`config.mk`:
```
export PLATFORM = sky130hd
export DESIGN_NAME = lfss_scheduler
export DESIGN_NICKNAME = d
export VERILOG_FILES = /design/src/verilog/lfss_scheduler.v
export VERILOG_INCLUDE_DIRS = /design/src /design/src/verilog
export SDC_FILE = /design/constraint.sdc
export NUM_CORES = 1
export LEC_CHECK = 0
export ABC_AREA = 1
export BUFFER_PORTS_ARGS = -buffer_cell sky130_fd_sc_hd__buf_2
export CORE_MARGIN = 8
export CORE_UTILIZATION = 35
export CTS_BUF_LIST = sky130_fd_sc_hd__clkbuf_4 sky130_fd_sc_hd__clkbuf_8
export DETAILED_ROUTE_END_ITERATION = 10
export PLACE_DENSITY_LB_ADDON = 0.15
export SETUP_SLACK_MARGIN = 0.05
export SYNTH_ARGS = -nofsm -noshare
export SYNTH_HDL_FRONTEND = slang
export SYNTH_SLANG_ARGS = --single-unit
```
`constraint.sdc`:
```
create_clock -name pclk -period 6 [get_ports pclk]
set_input_delay 0.3 -clock pclk [delete_from_list [all_inputs] [get_ports pclk]]
set_output_delay 0.3 -clock pclk [all_outputs]
set_load 0.05 [all_outputs]
```
`src/verilog/lfss_map.vh`:
```
`ifndef LFSS_MAP_VH
`define LFSS_MAP_VH

// ----------------------------------------
// register map (byte addresses)
// ----------------------------------------
`define LFSS_ADDR_W        12
`define LFSS_OFF_CTL       12'h000
`define LFSS_OFF_STAT      12'h004

// ----------------------------------------
// control register fields and reset values
// ----------------------------------------
`define LFSS_INTV_HI       7
`define LFSS_INTV_LO       4
`define LFSS_ONT_HI        3
`define LFSS_ONT_LO        0
`define LFSS_INTV_RST      4'h6
`define LFSS_ONT_RST       4'h0
`define LFSS_INTV_CONT     4'h0
`define LFSS_INTV_MAX      4'h9
`define LFSS_ONT_MAX       4'h9

// ----------------------------------------
// status register fields
// ----------------------------------------
`define LFSS_ST_PWR        0
`define LFSS_ST_WIN        1
`define LFSS_ST_HOLD       2
`define LFSS_ST_EARLY      3
`define LFSS_ST_STATE_HI   6
`define LFSS_ST_STATE_LO   4
`define LFSS_ST_CNT_HI     28
`define LFSS_ST_CNT_LO     16

// ----------------------------------------
// timing, in slow oscillator periods; LFSS_OSC_PERIOD_MS and LFSS_STARTUP_MS in ms
// ----------------------------------------
`define LFSS_OSC_PERIOD_MS 1
`define LFSS_STARTUP_MS    2
// start-up ms over oscillator period, sized to the interval counter
`define LFSS_STARTUP_CYC   13'h0002
// restart on the third tick, so the receiver stays off 2 to 3 periods
`define LFSS_GAP_CYC       2'h3
`define LFSS_BASE_PERIOD   13'h0008
`define LFSS_ONE_ON        10'h001
`define LFSS_CNT_W         13
`define LFSS_ON_W          10

`endif

```
`src/verilog/lfss_scheduler.v`:
```
// Summary of operation
// interval field bits 7:4, read/write, sets spacing of detector power-ons.
// writing the interval field restarts the interval on next oscillator tick.
// reset loads interval field with 0110, i.e. 512 periods.
// interval code 0000 or 1010 and above runs the detector continuously.
// codes 0001 to 1001 give 16 to 4096 periods, doubling each step.
// on-time field bits 3:0, read/write, sets detector on time per interval.
// on time is net; 2 ms start-up sits in preceding off period.
// carrier-detect mode powers down early once carrier evaluation completes.
// data mode keeps detector on after detection until end, error or timeout.
// reset clears the on-time field to zero.
// on time counts whole oscillator cycles; shortest is one cycle.
// software changes control only while disabled, waits two cycles to re-enable.
// continuous mode stops after a good message, restarts after 2-3 periods.
// mode select picks carrier-detect or data-receive operation.
// interval counter runs only while enabled; power request opens each interval.
//
// Chosen here: the address map and the APB interface to the registers.

`include "lfss_map.vh"

module lfss_scheduler (
  input  wire        pclk,
  input  wire        presetn,
  input  wire        psel,
  input  wire        penable,
  input  wire        pwrite,
  input  wire [11:0] paddr,
  input  wire [31:0] pwdata,
  output wire [31:0] prdata,
  output wire        pready,
  output wire        pslverr,
  input  wire        slow_osc_clock,
  input  wire        receiver_enable,
  input  wire        detect_mode_sel,
  input  wire        signal_detected,
  input  wire        carrier_eval_done,
  input  wire        msg_end,
  input  wire        msg_error,
  input  wire        rx_timeout,
  input  wire        rx_success,
  output wire        det_power_on,
  output wire        det_on_window
);

  // ----------------------------------------
  // scheduler states
  // ----------------------------------------
  localparam [2:0] ST_IDLE = 3'h0;
  localparam [2:0] ST_WAIT = 3'h1;
  localparam [2:0] ST_SAMP = 3'h2;
  localparam [2:0] ST_CONT = 3'h3;
  localparam [2:0] ST_GAP  = 3'h4;

  // ----------------------------------------
  // declarations
  // ----------------------------------------
  reg  [3:0]  intv_sel_ff;
  reg  [3:0]  on_sel_ff;
  reg  [31:0] prdata_ff;
  reg         pready_ff;
  reg         pslverr_ff;
  reg         sosc_s1_ff;
  reg         sosc_s2_ff;
  reg         sosc_s3_ff;
  reg  [2:0]  state_ff;
  reg  [2:0]  nxt_state;
  reg  [12:0] cnt_ff;
  reg  [12:0] nxt_cnt;
  reg  [1:0]  gap_ff;
  reg  [1:0]  nxt_gap;
  reg         hold_ff;
  reg         nxt_hold;
  reg         early_ff;
  reg         nxt_early;
  reg         restart_ff;
  reg         power_ff;
  reg         nxt_power;
  reg         window_ff;
  reg         nxt_window;
  reg  [31:0] rd_mux;
  wire        osc_tick;
  wire        acc;
  wire        wr_ctl;
  wire        hit;
  wire        cont_mode;
  wire [3:0]  on_code;
  wire [12:0] period;
  wire [9:0]  on_len;
  wire        in_on;
  wire        in_startup;
  wire        ends_hold;

  // ----------------------------------------
  // apb slave
  // ----------------------------------------

  // access phase not yet answered; answer one cycle later
  assign acc    = psel & penable & ~pready_ff;
  assign hit    = (paddr == `LFSS_OFF_CTL) | (paddr == `LFSS_OFF_STAT);
  assign wr_ctl = acc & pwrite & (paddr == `LFSS_OFF_CTL);

  // read data selection
  always @* begin
    rd_mux = 32'h0000_0000;
    if (paddr == `LFSS_OFF_CTL) begin
      rd_mux[`LFSS_INTV_HI:`LFSS_INTV_LO] = intv_sel_ff;
      rd_mux[`LFSS_ONT_HI:`LFSS_ONT_LO]   = on_sel_ff;
    end else if (paddr == `LFSS_OFF_STAT) begin
      rd_mux[`LFSS_ST_PWR]   = power_ff;
      rd_mux[`LFSS_ST_WIN]   = window_ff;
      rd_mux[`LFSS_ST_HOLD]  = hold_ff;
      rd_mux[`LFSS_ST_EARLY] = early_ff;
      rd_mux[`LFSS_ST_STATE_HI:`LFSS_ST_STATE_LO] = state_ff;
      rd_mux[`LFSS_ST_CNT_HI:`LFSS_ST_CNT_LO]     = cnt_ff;
    end
  end

  // bus answer registers; unmapped access gets pslverr
  always @(posedge pclk or negedge presetn) begin
    if (!presetn) begin
      pready_ff  <= 1'b0;
      pslverr_ff <= 1'b0;
      prdata_ff  <= 32'h0000_0000;
    end else begin
      pready_ff  <= acc;
      pslverr_ff <= acc & ~hit;
      if (acc & ~pwrite) begin
        prdata_ff <= rd_mux;
      end
    end
  end

  // ----------------------------------------
  // control register
  // ----------------------------------------

  // control fields; a write takes effect with the bus answer
  always @(posedge pclk or negedge presetn) begin
    if (!presetn) begin
      // interval reset value
      intv_sel_ff <= `LFSS_INTV_RST;
      // on-time cleared
      on_sel_ff   <= `LFSS_ONT_RST;
    end else if (wr_ctl) begin
      // interval field write
      intv_sel_ff <= pwdata[`LFSS_INTV_HI:`LFSS_INTV_LO];
      // on-time field write
      on_sel_ff   <= pwdata[`LFSS_ONT_HI:`LFSS_ONT_LO];
    end
  end

  // pending restart after an interval write
  always @(posedge pclk or negedge presetn) begin
    if (!presetn) begin
      restart_ff <= 1'b0;
    end else if (wr_ctl) begin
      restart_ff <= 1'b1;
    end else if (osc_tick) begin
      restart_ff <= 1'b0;
    end
  end

  // ----------------------------------------
  // slow oscillator edge detect
  // ----------------------------------------

  // two-stage sync; third stage only feeds the edge detector
  always @(posedge pclk or negedge presetn) begin
    if (!presetn) begin
      sosc_s1_ff <= 1'b0;
      sosc_s2_ff <= 1'b0;
      sosc_s3_ff <= 1'b0;
    end else begin
      sosc_s1_ff <= slow_osc_clock;
      sosc_s2_ff <= sosc_s1_ff;
      sosc_s3_ff <= sosc_s2_ff;
    end
  end

  assign osc_tick = sosc_s2_ff & ~sosc_s3_ff;

  // ----------------------------------------
  // interval and on-time decode
  // ----------------------------------------

  // continuous codes
  assign cont_mode = (intv_sel_ff == `LFSS_INTV_CONT) | (intv_sel_ff > `LFSS_INTV_MAX);

  // period doubles per code, 16 at code 1
  assign period = `LFSS_BASE_PERIOD << intv_sel_ff;

  // codes above the top step hold the longest on time
  assign on_code = (on_sel_ff > `LFSS_ONT_MAX) ? `LFSS_ONT_MAX : on_sel_ff;

  // whole cycles, one at minimum
  assign on_len = `LFSS_ONE_ON << on_code;

  // on window opens at count zero of each interval
  assign in_on = ({3'h0, on_len} > cnt_ff);

  // start-up placed before the window
  // overlaps the window when the on time reaches into the last two counts of the period
  assign in_startup = (cnt_ff >= period - `LFSS_STARTUP_CYC);

  // reasons to release the extension
  assign ends_hold = msg_end | msg_error | rx_timeout;

  // ----------------------------------------
  // scheduler next state
  // ----------------------------------------
  always @* begin
    nxt_state  = state_ff;
    nxt_cnt    = cnt_ff;
    nxt_gap    = gap_ff;
    nxt_hold   = hold_ff;
    nxt_early  = early_ff;
    nxt_power  = 1'b0;
    nxt_window = 1'b0;
    case (state_ff)
      ST_IDLE: begin
        nxt_cnt   = 13'h0000;
        nxt_hold  = 1'b0;
        nxt_early = 1'b0;
        if (receiver_enable) begin
          nxt_state = ST_WAIT;
        end
      end
      ST_WAIT: begin
        // first interval on next tick
        if (osc_tick) begin
          nxt_cnt   = 13'h0000;
          nxt_early = 1'b0;
          nxt_state = cont_mode ? ST_CONT : ST_SAMP;
        end
      end
      ST_SAMP: begin
        // interval counter while enabled
        if (osc_tick) begin
          if (cnt_ff >= period - 13'h0001) begin
            nxt_cnt   = 13'h0000;
            nxt_early = 1'b0;
          end else begin
            nxt_cnt = cnt_ff + 13'h0001;
          end
        end
        // carrier evaluation ends window
        if (detect_mode_sel & carrier_eval_done & in_on) begin
          nxt_early = 1'b1;
        end
        // data mode extends past window
        // window_ff too, so a hit on the last visible cycle is not lost
        if (~detect_mode_sel & signal_detected & (in_on | window_ff | hold_ff)) begin
          nxt_hold = 1'b1;
        end else if (ends_hold) begin
          nxt_hold = 1'b0;
        end
        // power request at interval start
        nxt_window = (in_on & ~nxt_early) | nxt_hold;
        nxt_power  = nxt_window | in_startup;
      end
      ST_CONT: begin
        nxt_window = 1'b1;
        nxt_power  = 1'b1;
        // stop after a good message
        if (rx_success) begin
          nxt_state  = ST_GAP;
          nxt_gap    = 2'h0;
          nxt_window = 1'b0;
          nxt_power  = 1'b0;
        end
      end
      ST_GAP: begin
        // restart on third tick, 2-3 periods off
        if (osc_tick) begin
          if (gap_ff == `LFSS_GAP_CYC - 2'h1) begin
            nxt_state = ST_CONT;
          end else begin
            nxt_gap = gap_ff + 2'h1;
          end
        end
      end
      default: begin
        nxt_state = ST_IDLE;
      end
    endcase
    // interval rewrite restarts counting
    // wait already looks for the tick; forcing it again would change nothing
    if (restart_ff & (state_ff != ST_IDLE) & (state_ff != ST_WAIT)) begin
      nxt_hold   = 1'b0;
      nxt_early  = 1'b0;
      nxt_window = 1'b0;
      nxt_power  = 1'b0;
      if (osc_tick) begin
        // this tick is the one after the write, so start now
        nxt_cnt   = 13'h0000;
        nxt_state = cont_mode ? ST_CONT : ST_SAMP;
      end else begin
        nxt_state = ST_WAIT;
      end
    end
    // disable stops everything
    if (~receiver_enable) begin
      nxt_state  = ST_IDLE;
      nxt_hold   = 1'b0;
      nxt_window = 1'b0;
      nxt_power  = 1'b0;
    end
  end

  // ----------------------------------------
  // scheduler registers
  // ----------------------------------------

  // outputs come straight from these flops
  always @(posedge pclk or negedge presetn) begin
    if (!presetn) begin
      state_ff  <= ST_IDLE;
      cnt_ff    <= 13'h0000;
      gap_ff    <= 2'h0;
      hold_ff   <= 1'b0;
      early_ff  <= 1'b0;
      power_ff  <= 1'b0;
      window_ff <= 1'b0;
    end else begin
      state_ff  <= nxt_state;
      cnt_ff    <= nxt_cnt;
      gap_ff    <= nxt_gap;
      hold_ff   <= nxt_hold;
      early_ff  <= nxt_early;
      power_ff  <= nxt_power;
      window_ff <= nxt_window;
    end
  end

  // ----------------------------------------
  // outputs
  // ----------------------------------------

  // mode select steers window shaping above
  assign det_power_on  = power_ff;
  assign det_on_window = window_ff;
  assign prdata        = prdata_ff;
  assign pready        = pready_ff;
  assign pslverr       = pslverr_ff;

endmodule // lfss_scheduler

```
==> impl.org <==
** Placement
- Input and output buffers added on the ports amount to 58.
- Placer congestion estimate :: 0.890
- DPL Wire Length :: 7.85 mm

** Global routing
- Total congestion overflow :: 0
- GRT Resource Usage Total :: between 10 and 15%
- The initial antenna violation count was 0.
- The first global-routing pass estimated ~17 mm of wire.
- Entering global routing, the biggest net connects just under 60 pins.
- Vias in the first global route :: 3542

** Clock network
- Clock sink total :: 57
- Gates resized during post-CTS repair numbered 0.
- In this run the post-CTS setup repair buffer count came out at 0.
- TritonCTS built the clock tree.
- Hold Buf Count CTS :: 0
- CTS built an H-tree with a depth of 3.
- Reg clk slew, reported paths :: 0.06 ns
- Inserted Clock Buffers :: 9
- Insertion delay of the later-clocked pin in the worst-skew pair :: roughly 0.35 ns
- In this run the clock root is driven by a sky130_fd_sc_hd__clkbuf_8.
- Clock buffer depth :: 2

** Critical path
- Traced cell by cell, the critical path runs through nor2_1 > nand2_1 > inv_1 > nand2_1 > ha_1 > nand2_1 > nor2_1 > xor2_1 > ha_1 > nand4_1 > inv_1 > nand2_1 > nand2_1 > nor2_2 > nor2_1 > nor2_4 > nand2_1 > nand2_1 > nand2_1 > a21oi_1.
- For the worst setup path, the data required time is 6.27 ns.
- Count of cells along the worst register-to-register path :: 20
- Capture instance of the worst register-to-register path :: cnt_ff[5]
- Crit Path Max Fanout :: 8
- Most repeated library cell on the critical path :: sky130_fd_sc_hd__nand2_1
- CP Data Arrival Time :: roughly 3.3 ns
- The critical path contains buffers and inverters numbering 2 combined.
- The setup check on the worst reg-to-reg path leaves a slack of 3.01 ns.
- Critical path startpoint :: intv_sel_ff[2]
- Startpoint kind of the worst setup timing path :: flop
- Slowest Stage Delay on Critical Path :: 0.58 ns
- The cell family contributing the most delay on the critical path is simple AND/OR/NAND/NOR gates.
- Type of element capturing the critical path :: flop
- Startpoint-to-endpoint class of the critical path :: flop to flop
- The slowest stage of the critical path belongs to the cell sky130_fd_sc_hd__dfstp_2.
- In this run the critical register-to-register path is launched from intv_sel_ff[2].

** STA
- The final critical path takes up 49.8% of the cycle.
- Fin Clk Skew :: 0.00845 ns
- Hold slack :: ~0.06 ns
- Final setup TNS :: 0 ns
- For the pin with the worst max-slew slack, the measured transition is 0.754 ns.
- Number of hold-slack violations in the final timing report :: 0
- Pins over their slew limit :: 0
- Headroom to the max-slew limit came out at 49.8%.
- Final worst path period need :: 2.99 ns
- Setup repair after global routing left no endpoint under its margin.
- Setup-failing EPs final :: 0
- Max Fclk :: 335 MHz

** Worst hold path
- Hold Path Sink :: sosc_s1_ff
- Worst min-delay path class :: input pin to flop
- The startpoint identified for the worst hold timing path is slow_osc_clock.
- Cell count of the worst hold path :: 1

** Synth
- Yosys warns :: 0
- Among all flip-flop cells after synthesis, the most frequent one is sky130_fd_sc_hd__dfrtp_1.
- Cell taking the most area after synthesis :: sky130_fd_sc_hd__dfrtp_1
- Synthesis handed over a netlist of 484 instances.
- After synthesis, the largest family of logic cells by area is simple AND/OR/NAND/NOR gates.
- The synthesized netlist devotes less than 1% of its cell area to XOR and XNOR gates.
- Yosys attributes the largest share of cell area to sky130_fd_sc_hd__dfrtp_1 37%, sky130_fd_sc_hd__nand2_1 12%, sky130_fd_sc_hd__ha_1 8.0%, sky130_fd_sc_hd__inv_1 6.5%, sky130_fd_sc_hd__mux2_2 3.9%.
- Mux cell area share after synthesis :: 3.89%
- The commonest cells after synthesis are 116 x sky130_fd_sc_hd__nand2_1, 65 x sky130_fd_sc_hd__inv_1, 55 x sky130_fd_sc_hd__dfrtp_1.
- Compound-cell area share of the yosys netlist :: between 10% and 20%
- Adder and majority gate portion of the synthesized area :: 7.97%
- Counting flops and latches in the post-synthesis netlist gives between 50 and 60.
- Synthesized area per cell :: 7.78 um2
- Most frequently used cell type in the post-synthesis netlist :: sky130_fd_sc_hd__nand2_1
- Sequential elements use 37.9% of the synthesized area.
- Count of unique library cells instantiated by Yosys :: 41
- Counting flops with an async set or reset pin after synthesis yields a share of 100%.
- Area of the mapped netlist :: 3770 um2
- The synthesized netlist devotes 26.1% of its cell area to simple gates.
- Number of enable flip-flop cells after synthesis :: 0
- The synthesized design devotes to its leading area cell type a little over a third of total area.

** Power
- Peak ir drop on the vdd network :: 218 uV
- Pwr Total :: around 0.0012 W
- Power density over the cells :: approximately 270 nW/um2
- The analysis attributes to cell leakage a power of roughly 2.2 nW.

** Die
- Width of the chip :: 120 um
- DIE AREA :: about 14000 um2
- Standard-cell row count :: 38
- Initial Utilization :: approximately 35%
- The core region is 10700 um2.
- Chip Height :: 120 um
- During I/O placement, the number of pins put on the boundary was 94.

** Detailed routing
- For this block, the via count after detailed routing is 3434.
- The first TritonRoute pass finished after 5 iterations.
- First DRT Iteration DRCs :: 231
- Via-per-instance ratio :: 4.96
- The count of nets left with antenna violations once routing finished came out at 0.
- For this block, the routed nets add up to 10.1 mm of wire.
- After detailed routing, the number of remaining DRC violations is 0.
- Detail-routed net length per standard cell :: 14.5 um

** Layout
- Number of inserted diodes :: 0
- Share of layout cells above drive strength 1 :: 20.7%
- Layout overhead on the synthesized area :: 17.1%
- For this run, the post-layout net count is 629.
- Post-Route Utilization :: 41.4%
- Layout filler cell count :: around 1100

** Run
- Number of max-capacitance violations reported :: 0

** Status
- The flow ran to the end, and the final reports show no timing, DRC or antenna violations.
final cells by class:
class / instances / area (um2) / area share, %
Inverter: 71 / 269 / 6.10
Tap cell: 140 / 175 / 3.97
Multi-Input combinational cell: 349 / 2000 / 45.3
Timing Repair Buffer: 59 / 298 / 6.75
Clock buffer: 10 / 138 / 3.12
Sequential cell: 57 / 1430 / 32.4
Clock inverter: 6 / 105 / 2.38
through the flow:
stage	cell area [um2]	instances	setup slack, ns
finish	4410	692	3.01
global route	4410	692	2.67
CTS	4410	692	2.99
detailed placement	4170	676	3.01
global placement	4170	676	3.06
floorplan	3800	494	3.44
worst max-delay path by stage:
stage / cells past startpoint / end / slack, ns
6_report: 20 / cnt_ff[5] / 3.01
5_1_grt: 20 / cnt_ff[5] / 2.67
4_1_cts: 20 / cnt_ff[5] / 2.99
3_5_place_dp: 20 / cnt_ff[5] / 3.01
3_3_place_gp: 20 / cnt_ff[5] / 3.06
2_1_floorplan: 20 / cnt_ff[5] / 3.44
kinds of logic (layout without fill, tap and decap cells):
family,after synthesis,after routing
xor gates and xnor gates,4,4
AOI/OAI and AO/OA,82,82
other,1,11
and+or+nand+nor,215,215
muxes,13,13
buffers and inverters,88,146
adders and majority gates,24,24
DFF,57,57
placed cells by master (no fill, tap or decap), types with 2 or more instances in the layout:
master                      count
sky130_fd_sc_hd__o21ai_1        4
sky130_fd_sc_hd__clkbuf_8      10
sky130_fd_sc_hd__xor2_1         3
sky130_fd_sc_hd__nand2_1      116
sky130_fd_sc_hd__inv_1         65
sky130_fd_sc_hd__nand3_1       19
sky130_fd_sc_hd__a31oi_1        2
sky130_fd_sc_hd__bufinv_16      3
sky130_fd_sc_hd__o211ai_1       3
sky130_fd_sc_hd__ha_1          24
sky130_fd_sc_hd__conb_1        11
sky130_fd_sc_hd__nand3_2        3
sky130_fd_sc_hd__nor4_1         5
sky130_fd_sc_hd__o21ai_0       18
sky130_fd_sc_hd__buf_2         58
sky130_fd_sc_hd__o22ai_1        5
sky130_fd_sc_hd__clkinv_1       2
sky130_fd_sc_hd__mux2_2        13
sky130_fd_sc_hd__nor3_1         9
sky130_fd_sc_hd__o31ai_1       16
sky130_fd_sc_hd__nand2_2        2
sky130_fd_sc_hd__dfrtp_1       55
sky130_fd_sc_hd__a41oi_1        2
sky130_fd_sc_hd__clkinv_2       3
sky130_fd_sc_hd__nor2_2         7
sky130_fd_sc_hd__nor2_1        34
sky130_fd_sc_hd__inv_2          3
sky130_fd_sc_hd__dfstp_2        2
sky130_fd_sc_hd__nor2_4         5
sky130_fd_sc_hd__nand4_1       12
sky130_fd_sc_hd__a21oi_1       26
layer usage:
metal	GRT usage (%)	up-vias	part of all wire (%)	wire [um]
met2	24.9	88	47	4750
met5	0	-	0	0
li1	-	1720	-	-
met4	4.22	0	1.1	113
met1	17.6	1619	46	4610
met3	4.84	7	5.8	579
flip-flops by register name (all words and copies together) (netlist names):
signal	flops
early_ff	1
state_ff	3
restart_ff	1
pready	1
intv_sel_ff	4
sosc_s1_ff	1
pslverr	1
sosc_s3_ff	1
hold_ff	1
sosc_s2_ff	1
det_on_window	1
cnt_ff	13
det_power_on	1
prdata	21
on_sel_ff	4
gap_ff	2
power breakdown:
| part | internal, W | total (W) | switching (W) |
|---|---|---|---|
| Clock | 0.000285 | 0.000446 | 0.000161 |
| Combinational | 0.0000913 | 0.000314 | 0.000222 |
| Sequential | 0.000414 | 0.000448 | 0.0000343 |
| Total | 0.000790 | 0.00121 | 0.000418 |
worst register-to-register path, cell delays in order (launching register included):
cell and delay [ns]:
sky130_fd_sc_hd__dfstp_2 0.58, sky130_fd_sc_hd__nor2_1 0.07, sky130_fd_sc_hd__nand2_1 0.05, sky130_fd_sc_hd__inv_1 0.05, sky130_fd_sc_hd__nand2_1 0.10, sky130_fd_sc_hd__ha_1 0.20, sky130_fd_sc_hd__nand2_1 0.11, sky130_fd_sc_hd__nor2_1 0.13
sky130_fd_sc_hd__xor2_1 0.17, sky130_fd_sc_hd__ha_1 0.27, sky130_fd_sc_hd__nand4_1 0.17, sky130_fd_sc_hd__inv_1 0.06, sky130_fd_sc_hd__nand2_1 0.06, sky130_fd_sc_hd__nand2_1 0.10, sky130_fd_sc_hd__nor2_2 0.20, sky130_fd_sc_hd__nor2_1 0.09
sky130_fd_sc_hd__nor2_4 0.21, sky130_fd_sc_hd__nand2_1 0.08, sky130_fd_sc_hd__nand2_1 0.06, sky130_fd_sc_hd__nand2_1 0.05, sky130_fd_sc_hd__a21oi_1 0.12
No activity file was read; power rests on OpenSTA's default activity.
